<file path="src/hdl/bdcs_pkg.sv">
// package for the bridge driver control and status bank
package bdcs_pkg;
    localparam int BDCS_WORD_W = 24;
    localparam int BDCS_STAGES = 17;
    localparam int BDCS_STAGE_LSB = 1;
    localparam int BDCS_BRIDGES = 6;
    localparam int BDCS_NOERR_BIT = 0;
    localparam int BDCS_DUTY_BIT = 21;
    localparam int BDCS_RESET_BIT = 22;
    localparam logic [23:0] BDCS_CTRL_RST = 24'h000000;
    localparam logic [16:0] BDCS_FLAG_RST = 17'h00000;
    // recovery timing in cycles: period and on times for 12 % and 25 % duty
    localparam int BDCS_REC_PERIOD_NS = 1000;
    localparam int BDCS_REC_PERIOD_CYC = BDCS_REC_PERIOD_NS / 10;
    localparam logic [7:0] BDCS_REC_PERIOD = 8'(BDCS_REC_PERIOD_CYC);
    localparam logic [7:0] BDCS_REC_ON_12 = 8'(BDCS_REC_PERIOD_CYC * 12 / 100);
    localparam logic [7:0] BDCS_REC_ON_25 = 8'(BDCS_REC_PERIOD_CYC * 25 / 100);

    typedef struct packed {
        logic [23:0] ctrl;
        logic [16:0] flag;
        logic [16:0] rec_act;
        logic [7:0] rec_cnt;
        logic [16:0] drive;
        logic noerr;
    } bdcs_state_t;
endpackage

</file>
<file path="src/hdl/bdcs_bank.sv">
// control word, over-current status word and stage drive logic
//
// Contract
// - control bits 1..17 switch stages
// - modulation enable gates stage by input
// - never both legs of bridge on
// - test mode routes signal onto data out
// - over-current sets flag, disables stage
// - enabled recovery pulses stage at duty
// - bit 0 is NOR of all flags
// - one recovery cycle may occur anyway
`timescale 1ns/100ps
module bdcs_bank
    import bdcs_pkg::*;
(
    // clock, reset, enable
    input wire logic sys_clk_in,
    input wire logic rst_n_in,
    input wire logic clk_en_in,
    // control word write (frame latched at chip select rise)
    input wire logic ctrl_wr_in,
    input wire logic [23:0] ctrl_word_in,
    // per-stage modulation enable and input selection (from second word)
    input wire logic [16:0] mod_en_in,
    input wire logic [16:0] mod_sel_b_in,
    input wire logic modulation_input_a_in,
    input wire logic modulation_input_b_in,
    // per-stage recovery enable and over-current events
    input wire logic [16:0] rec_en_in,
    input wire logic [16:0] oc_event_in,
    // flags of the second status word, bits 1..22
    input wire logic [21:0] status1_flags_in,
    // test mode and internal signal sources
    input wire logic test_mode_in,
    input wire logic [7:0] test_sig_in,
    input wire logic serial_data_in,
    // stage drive and status
    output logic [16:0] stage_on_out,
    output logic [23:0] status_word_out,
    output logic serial_data_out
);
    bdcs_state_t s_r, s_nxt;
    logic [16:0] cmd;
    logic [16:0] gated;
    logic [16:0] want;
    logic rec_on;

    // stage commands from control bits
    always_comb begin
        cmd = s_r.ctrl[BDCS_STAGE_LSB +: BDCS_STAGES];
    end

    // per-stage gating by modulation input
    genvar g;
    generate
        for (g = 0; g < BDCS_STAGES; g++) begin : g_stage
            assign gated[g] = cmd[g] & (~mod_en_in[g] |
                (mod_sel_b_in[g] ? modulation_input_b_in : modulation_input_a_in));
        end
    endgenerate

    // recovery phase: on during the first duty share of each period
    always_comb begin
        rec_on = s_r.rec_cnt < (s_r.ctrl[BDCS_DUTY_BIT] ? BDCS_REC_ON_25 : BDCS_REC_ON_12);
    end

    // next state
    always_comb begin
        s_nxt = s_r;
        if (ctrl_wr_in) begin
            s_nxt.ctrl = ctrl_word_in;
        end
        s_nxt.rec_cnt = (s_r.rec_cnt == BDCS_REC_PERIOD - 8'h01) ? 8'h00 : s_r.rec_cnt + 8'h01;
        // reset bit clears flags; new events still win
        if (ctrl_wr_in && ctrl_word_in[BDCS_RESET_BIT]) begin
            s_nxt.flag = BDCS_FLAG_RST;
            s_nxt.rec_act = BDCS_FLAG_RST;
        end
        // event sets flag at its stage
        s_nxt.flag = s_nxt.flag | oc_event_in;
        // a tripped stage runs at least the current recovery cycle
        s_nxt.rec_act = s_nxt.rec_act | oc_event_in;
        // recovery permission is only re-read at the period boundary
        if (s_r.rec_cnt == BDCS_REC_PERIOD - 8'h01) begin
            s_nxt.rec_act = (s_nxt.rec_act & rec_en_in) | oc_event_in;
        end
        // flagged stage off unless recovering; cleared stage follows command
        want = gated & (~s_nxt.flag | (s_nxt.rec_act & {17{rec_on}}));
        want = want & ~oc_event_in;
        // bridge interlock, both requested means both off
        for (int b = 0; b < BDCS_BRIDGES; b++) begin
            if (want[2*b] && want[2*b+1]) begin
                want[2*b] = 1'b0;
                want[2*b+1] = 1'b0;
            end
        end
        s_nxt.drive = want;
        s_nxt.noerr = ~(|s_nxt.flag | |status1_flags_in);
    end

    // state register
    always_ff @(posedge sys_clk_in) begin
        if (!rst_n_in) begin
            s_r <= '{ctrl: BDCS_CTRL_RST, flag: BDCS_FLAG_RST, rec_act: BDCS_FLAG_RST,
                     rec_cnt: 8'h00, drive: BDCS_FLAG_RST, noerr: 1'b1};
        end else if (clk_en_in) begin
            s_r <= s_nxt;
        end
    end

    // outputs
    assign stage_on_out = s_r.drive;
    assign status_word_out = {6'h00, s_r.flag, s_r.noerr};
    // test mux on data out, selected by low control bits
    assign serial_data_out = test_mode_in ? test_sig_in[s_r.ctrl[3:1]] : serial_data_in;


    // ------------------------------------------------------------------
    // checks on the drive side
    // ------------------------------------------------------------------

    AST_INTERLOCK: assert property (@(posedge sys_clk_in) disable iff (!rst_n_in)
        !(stage_on_out[0] && stage_on_out[1]) &&
        !(stage_on_out[2] && stage_on_out[3]) &&
        !(stage_on_out[4] && stage_on_out[5]) &&
        !(stage_on_out[6] && stage_on_out[7]) &&
        !(stage_on_out[8] && stage_on_out[9]) &&
        !(stage_on_out[10] && stage_on_out[11]))
        else $error("both legs of a bridge on");

    AST_BOTH_OFF: assert property (@(posedge sys_clk_in) disable iff (!rst_n_in)
        clk_en_in && cmd[2] && cmd[3] |=> !stage_on_out[2] && !stage_on_out[3])
        else $error("bridge leg on while both requested");

    AST_CMD_OFF: assert property (@(posedge sys_clk_in) disable iff (!rst_n_in)
        clk_en_in && !cmd[7] |=> !stage_on_out[7])
        else $error("stage on without command");

    AST_CMD_ON: assert property (@(posedge sys_clk_in) disable iff (!rst_n_in)
        clk_en_in && cmd[16] && !mod_en_in[16] && !s_r.flag[16] && !oc_event_in[16] |=> stage_on_out[16])
        else $error("commanded stage not driven");

    AST_MOD_GATE: assert property (@(posedge sys_clk_in) disable iff (!rst_n_in)
        clk_en_in && mod_en_in[8] && !mod_sel_b_in[8] && !modulation_input_a_in |=> !stage_on_out[8])
        else $error("stage on while modulation low");

    // frozen enable holds the stage and status outputs
    AST_FREEZE: assert property (@(posedge sys_clk_in) disable iff (!rst_n_in)
        !clk_en_in |=> $stable(stage_on_out) && $stable(status_word_out))
        else $error("state moved while clock enable low");

    // ------------------------------------------------------------------
    // checks on the status side
    // ------------------------------------------------------------------

    AST_NOERR: assert property (@(posedge sys_clk_in) disable iff (!rst_n_in)
        clk_en_in && |oc_event_in |=> !status_word_out[0])
        else $error("no-error bit set after event");

    AST_NOERR_FLAGS: assert property (@(posedge sys_clk_in) disable iff (!rst_n_in)
        status_word_out[0] |-> status_word_out[17:1] == 17'h00000)
        else $error("no-error bit set beside a flag");

    AST_UPPER_ZERO: assert property (@(posedge sys_clk_in) disable iff (!rst_n_in)
        status_word_out[23:18] == 6'h00)
        else $error("unused status bits not zero");

    AST_FLAG_SET: assert property (@(posedge sys_clk_in) disable iff (!rst_n_in)
        clk_en_in && oc_event_in[4] |=> status_word_out[5] && !stage_on_out[4])
        else $error("flag not set or stage still on");

    AST_FLAG_STICKY: assert property (@(posedge sys_clk_in) disable iff (!rst_n_in)
        clk_en_in && s_r.flag[1] && !(ctrl_wr_in && ctrl_word_in[BDCS_RESET_BIT]) |=> status_word_out[2])
        else $error("flag dropped without clear");

    AST_RESET_CLR: assert property (@(posedge sys_clk_in) disable iff (!rst_n_in)
        clk_en_in && ctrl_wr_in && ctrl_word_in[BDCS_RESET_BIT] && !oc_event_in[2] |=> !status_word_out[3])
        else $error("flag not cleared by reset bit");

    // ------------------------------------------------------------------
    // checks on recovery and test routing
    // ------------------------------------------------------------------

    AST_FLAG_HOLD: assert property (@(posedge sys_clk_in) disable iff (!rst_n_in)
        clk_en_in && s_r.flag[12] && !rec_en_in[12] && !s_r.rec_act[12] &&
        !(ctrl_wr_in && ctrl_word_in[BDCS_RESET_BIT]) |=> !stage_on_out[12])
        else $error("latched stage driven");

    AST_REC_DUTY: assert property (@(posedge sys_clk_in) disable iff (!rst_n_in)
        s_r.flag[6] && !rec_on && !(ctrl_wr_in && ctrl_word_in[BDCS_RESET_BIT]) |->
        !s_nxt.drive[6] || oc_event_in[6])
        else $error("recovering stage on outside duty");

    AST_TESTMUX: assert property (@(posedge sys_clk_in) disable iff (!rst_n_in)
        !test_mode_in |-> serial_data_out == serial_data_in)
        else $error("data out wrong outside test mode");

    // main scenarios reached
    COV_TRIP: cover property (@(posedge sys_clk_in) oc_event_in[0]);
    COV_REC: cover property (@(posedge sys_clk_in) s_r.flag[14] && stage_on_out[14]);
    COV_CLEAR: cover property (@(posedge sys_clk_in) ctrl_wr_in && ctrl_word_in[BDCS_RESET_BIT]);
    COV_LOCK: cover property (@(posedge sys_clk_in) cmd[0] && cmd[1]);
    COV_FREEZE: cover property (@(posedge sys_clk_in) !clk_en_in && ctrl_wr_in);
endmodule

</file>
<file path="config.mk">
export PLATFORM = sky130hd
export DESIGN_NAME = bdcs_bank
export DESIGN_NICKNAME = d
export VERILOG_FILES = /design/src/hdl/bdcs_pkg.sv /design/src/hdl/bdcs_bank.sv
export SDC_FILE = /design/constraint.sdc
export NUM_CORES = 1
export LEC_CHECK = 0
export BUFFER_PORTS_ARGS = -buffer_cell sky130_fd_sc_hd__buf_2
export CORE_MARGIN = 2
export CORE_UTILIZATION = 44
export CTS_CLUSTER_DIAMETER = 30
export DETAILED_ROUTE_END_ITERATION = 6
export PLACE_DENSITY = 0.85
export SYNTH_ARGS = -nofsm -noshare
export SYNTH_HDL_FRONTEND = slang
export SYNTH_SLANG_ARGS = --single-unit
</file>
<file path="constraint.sdc">
create_clock -name sys_clk_in -period 2 [get_ports sys_clk_in]
set_input_delay 0.5 -clock sys_clk_in [delete_from_list [all_inputs] [get_ports sys_clk_in]]
set_output_delay 0.5 -clock sys_clk_in [all_outputs]
set_load 0.02 [all_outputs]
</file>
# Word level (Yosys, flattened, before mapping)
# Cells that the tools add are included.
[classes] add_sub_neg=1 n_lt_le_gt_ge=2 eq_ne=1 n_mux=30 bitwise_logic=63 reduce_logical=10
[op_table] cell="17-bit bitwise AND" n=4
[op_table] cell="17-bit OR" n=4
[op_table] cell="34-bit 2-to-1 mux" n=1
[op_table] cell="17-bit inverter" n=2
[op_table] cell="22-bit OR reduction" n=1
[op_table] cell="1-bit 2-to-1 mux" n=19
[op_table] cell="1-bit inverter" n=18
[op_table] cell="1-bit OR" n=18
[op_table] cell="1-bit bitwise AND" n=17
[op_table] cell="17-bit 2-to-1 mux" n=1
[op_table] cell="17-bit OR reduction" n=1
[op_table] cell="2-bit 2-to-1 mux" n=6
[op_table] cell="8-bit by 1-bit adder with 8-bit output, second input constant" n=1
[op_table] cell="8-bit by 7-bit equality test with 1-bit output, second input constant" n=1
[op_table] cell="8-bit by 5-bit less-than comparator with 1-bit output" n=1
[op_table] cell="8-bit 2-to-1 mux" n=1
[op_table] cell="1-bit logical AND" n=7
[op_table] cell="5-bit 2-to-1 mux" n=1
[op_table] cell="3-bit by 4-bit less-than comparator with 1-bit output, second input constant" n=1
[op_table] cell="1-bit binary-select mux with 3-bit select" n=1
[op_table] cell="2-bit AND reduction" n=1
[totals] ff_bits=82 output_inout_bits=42 wordCells=113

# Logic depth before layout (Yosys ltp)
[logic_depth] word_depth=12 mapped_depth=7

# Worst setup path after synthesis
# No wires, ideal clock.
[synth_path] kind="register to register" startpoint="reg s_r[18] (netlist bit)" endpoint="reg s_r (netlist bit stage_on_out[16])" setup_time_ns=0.117 arrival_ns=1.874 required_ns=1.883 path_slack_ns=0.010 path_stages_with_launch=8 n_path_buf=1 synth_period_minus_slack_ns=1.990 path_cell_list="dfxtp_1 -> ha_1 -> or3b_4 -> clkbuf_8 -> or3_1 -> a31oi_1 -> o211ai_1 -> a22o_1"
[synth_via] elab_chain_cells=6
[synth_lines] item="start, declared" line="bdcs_bank.sv:42" rtl="bdcs_state_t s_r, s_nxt;"
[synth_lines] item="start signal, assigned" line="bdcs_bank.sv:104" rtl="s_r <= '{ctrl: BDCS_CTRL_RST, flag: BDCS_FLAG_RST, rec_act: BDCS_FLAG_RST,"
[synth_lines] item="start signal, assigned" line="bdcs_bank.sv:107" rtl="s_r <= s_nxt;"
[synth_lines] item="branches (longest 2 deep; another with 8-bit by 5-bit less-than comparator with 1-bit output)"
[synth_lines] item="17-bit bitwise AND (*)" line="bdcs_bank.sv:88" rtl="want = gated & (~s_nxt.flag | (s_nxt.rec_act & {17{rec_on}}));"
[synth_lines] item="17-bit OR (*)" line="bdcs_bank.sv:88"
[synth_lines] item="17-bit bitwise AND (*)" line="bdcs_bank.sv:88"
[synth_lines] item="17-bit bitwise AND (*)" line="bdcs_bank.sv:89" rtl="want = want & ~oc_event_in;"
# Every way passes the cells marked *.
# A chain may end at the register's enable or synchronous reset.

# Worst setup path in the final report
[layout_path] startpoint="reg s_r (netlist bit cmd[0])" endpoint="out serial_data_out"
[layout_via] elab_chain_cells=3
[layout_lines] item="1-bit binary-select mux with 3-bit select" line="bdcs_bank.sv:115" rtl="assign serial_data_out = test_mode_in ? test_sig_in[s_r.ctrl[3:1]] : serial_data_in;"
[layout_lines] item="1-bit 2-to-1 mux (not written as such)" line="bdcs_bank.sv:115"
[layout_lines] item="1-bit 2-to-1 mux" line="bdcs_bank.sv:115"
[layout_lines] item="end, declared" line="bdcs_bank.sv:40" rtl="output logic serial_data_out"
# Every way passes these cells. The select of a mux whose other input is x is not followed.

==> flow_metrics.tcl <==
set metrics [dict create \
    path_clk_slew_ns 0.10 \
    start_kind "flip-flop" \
    arrival_ns 1.60 \
    grt.total_usage 0.261 \
    grt_util_met3 0.0559 \
    clkSinkCount 78 \
    setup_violations 1 \
    cap_viol_max_count 0 \
    ios 172 \
    cts_hold_buf 0 \
    vias_per_cell 5.78 \
    clock_latency_ns 0.37 \
    synth_cell_type_count 59 \
    required_ns 1.50 \
    post-route-util 0.583 \
    grt_pass1_vias 4206 \
    worstRegToRegCells 6 \
    cellLeakagePower_nw 2.32 \
    synth.avg_cell_area_um2 8.09 \
    synth_top_family_by_area "compound AO/OA/AOI/OAI gates" \
    nNetsFinal 792 \
    synth-edff-count 0 \
    yosysSeqAreaShare 0.373 \
    grt_busiest_layer "met2" \
    grt_max_degree 51 \
    ir_worst_vdd_v 0.000322 \
    die-area_um2 10300 \
    setup_tns_ns -0.102 \
    slew_viol_final 0 \
    synth_fa_ha_area_frac 0.00897 \
    async_reset_ff_frac 0 \
    synthToLayoutAreaGrowth_pct 28.6 \
    clock.fmax_ghz 0.476 \
    n_fill_cell 799 \
    crit_type "reg -> out" \
    core_area_um2 9240 \
    worstMarginPinSlew_ns 0.589 \
    cts_max_path_buffers 2 \
    portBuffers 160 \
    power_mw 3.69 \
    rsz0062_at_grt "yes" \
    dp_slack_ns -0.158 \
    antenna_found_initial 1 \
    die_w_um 102 \
    hold_viol_final 0 \
    grt_pass1_wl_um 21000 \
    place_congestion 0.875 \
    grt_util_met2 0.420 \
    cts_root_buf "clkbuf_8" \
    dp_cells 771 \
    fin_skew_ns 0.0142 \
    use_met1 0.343 \
    drtPass1Iterations 6 \
    synth_compound_area_frac 0.223 \
    cts_buffers 9 \
    synthXorXnorAreaFrac 0.0147 \
    htree_levels 3 \
    critical_path.endpoint_type "output pin" \
    cts_tree "built" \
    synth-simple-area-share 0.207 \
    wl_per_cell_um 18.0 \
    synth_seq_cells 78 \
    p_per_area_nw_per_um2 686 \
    ant_nets 0 \
    syn-instance-count 517 \
    synth_top_flop_cell "dfxtp_1" \
    drc 0 \
    vias 4593 \
    fin_cells 794 \
    post-route-period-util 1.05 \
    maxSlewHeadroom 0.606 \
    fin_crit_ns 2.10 \
    dp_hpwl_um 10400 \
    synth.area.mux_share 0.0565 \
    gr-total-overflow 0 \
    drive_gt1_frac 0.364 \
    drt_iter0_markers 566 \
    routed_wl_um 14300 \
    setup_ws_ns -0.102 \
    start_util 0.453 \
    min_delay_path_depth 3 \
    yosys_warnings 0 \
    row_count 35 \
    die_h_um 102 \
    violations "negative setup slack" \
    hp-class "in -> reg" \
    worstPathMaxFanout 3 \
    synth_area_um2 4180 \
    status "finished with violations" \
]
==> power breakdown <==
part           switching [mW]  internal (mW)
clock network           0.641          0.718
registers              0.0659           1.63
logic                   0.368          0.272
total                    1.07           2.62
==> registers in the layout, summed over array words and instances, names as in the netlist <==
register,cells
cmd,17
s_r,26
status_word_out,18
stage_on_out,17
==> cell families after synthesis <==
family,Yosys count
simple gates,183
compound gates,142
buf+inv,82
flops,78
mux,21
xor+xnor,7
fa+ha+maj,3
other cells,1
==> stage by stage <==
step | instance area [um^2] | hold WS [ns]
floorplan | 4200 | 0.417
global placement | 4980 | 0.425
detailed placement | 4980 | 0.431
CTS | 5270 | 0.362
global route | 5380 | 0.368
finish | 5380 | 0.364
==> Yosys cell counts (all sizes together) (9+ instances only) <==
| cell type | count | area [um^2] |
|---|---|---|
| nor4 | 14 | 93.8 |
| buf | 50 | 357 |
| a31oi | 9 | 56.3 |
| a211oi | 12 | 90.1 |
| a21oi | 54 | 270 |
| clkbuf | 21 | 88.8 |
| nor2 | 34 | 128 |
| o21ai | 19 | 98.8 |
| mux2i | 18 | 180 |
| dfxtp | 78 | 1560 |
| inv | 11 | 41.3 |
| nand2 | 91 | 342 |
==> worst paths after layout <==
check	startpoint	to	slack, ns
hold / removal	ctrl_word_in[15]	cmd[14]	0.36
hold reg to reg	stage_on_out[15]	stage_on_out[15]	0.44
setup reg to reg	s_r[18]	stage_on_out[0]	0.05
setup / recovery	cmd[0]	serial_data_out	-0.10
==> cell type report <==
class / instances / area (um^2) / area share
repair buffers: 197 / 1110 / 0.206
inverters: 11 / 41.3 / 0.00767
clock buffers: 9 / 124 / 0.0230
well taps: 129 / 161 / 0.0300
diodes: 1 / 2.50 / 0.000465
flip-flops and latches: 78 / 1570 / 0.292
clock inverters: 7 / 103 / 0.0191
multi-input cells: 362 / 2270 / 0.422
==> cell usage in the layout, fill, tap and decap left out, types with 4 or more instances in the layout <==
cell type	n
and2_0	4
nor4_1	10
a22oi_1	6
inv_1	10
conb_1	6
nand4_1	7
a31oi_1	9
nor2_1	34
nor3_1	5
dfxtp_1	74
clkbuf_8	9
a211oi_1	12
o211ai_1	7
xnor2_1	4
a21oi_1	53
a32o_1	5
nand2_1	91
buf_2	160
o21ai_0	17
buf_4	34
mux2i_1	18
==> layer usage <==
layer / wire length (um) / share of wire
met2: 6560 / 0.46
met3: 1470 / 0.10
met1: 5690 / 0.40
met4: 612 / 0.043
met5: 0 / 0
==> worst max-delay path, stage by stage (launching register included) <==
cell and delay, ns:
dfxtp_4 0.37, mux4_2 0.48, mux2i_1 0.15, a21oi_1 0.09, buf_2 0.16
==> repair_timing <==
item | in CTS | in global routing
cloned | 0 | 0
setup buffers | 2 | 4
resized for setup | 12 | 16
pin swaps | 2 | 10
endpoints found under the hold margin | 0 | 0
setup endpoints to repair | 15 | 13
No activity file was read; power rests on OpenSTA's default activity.
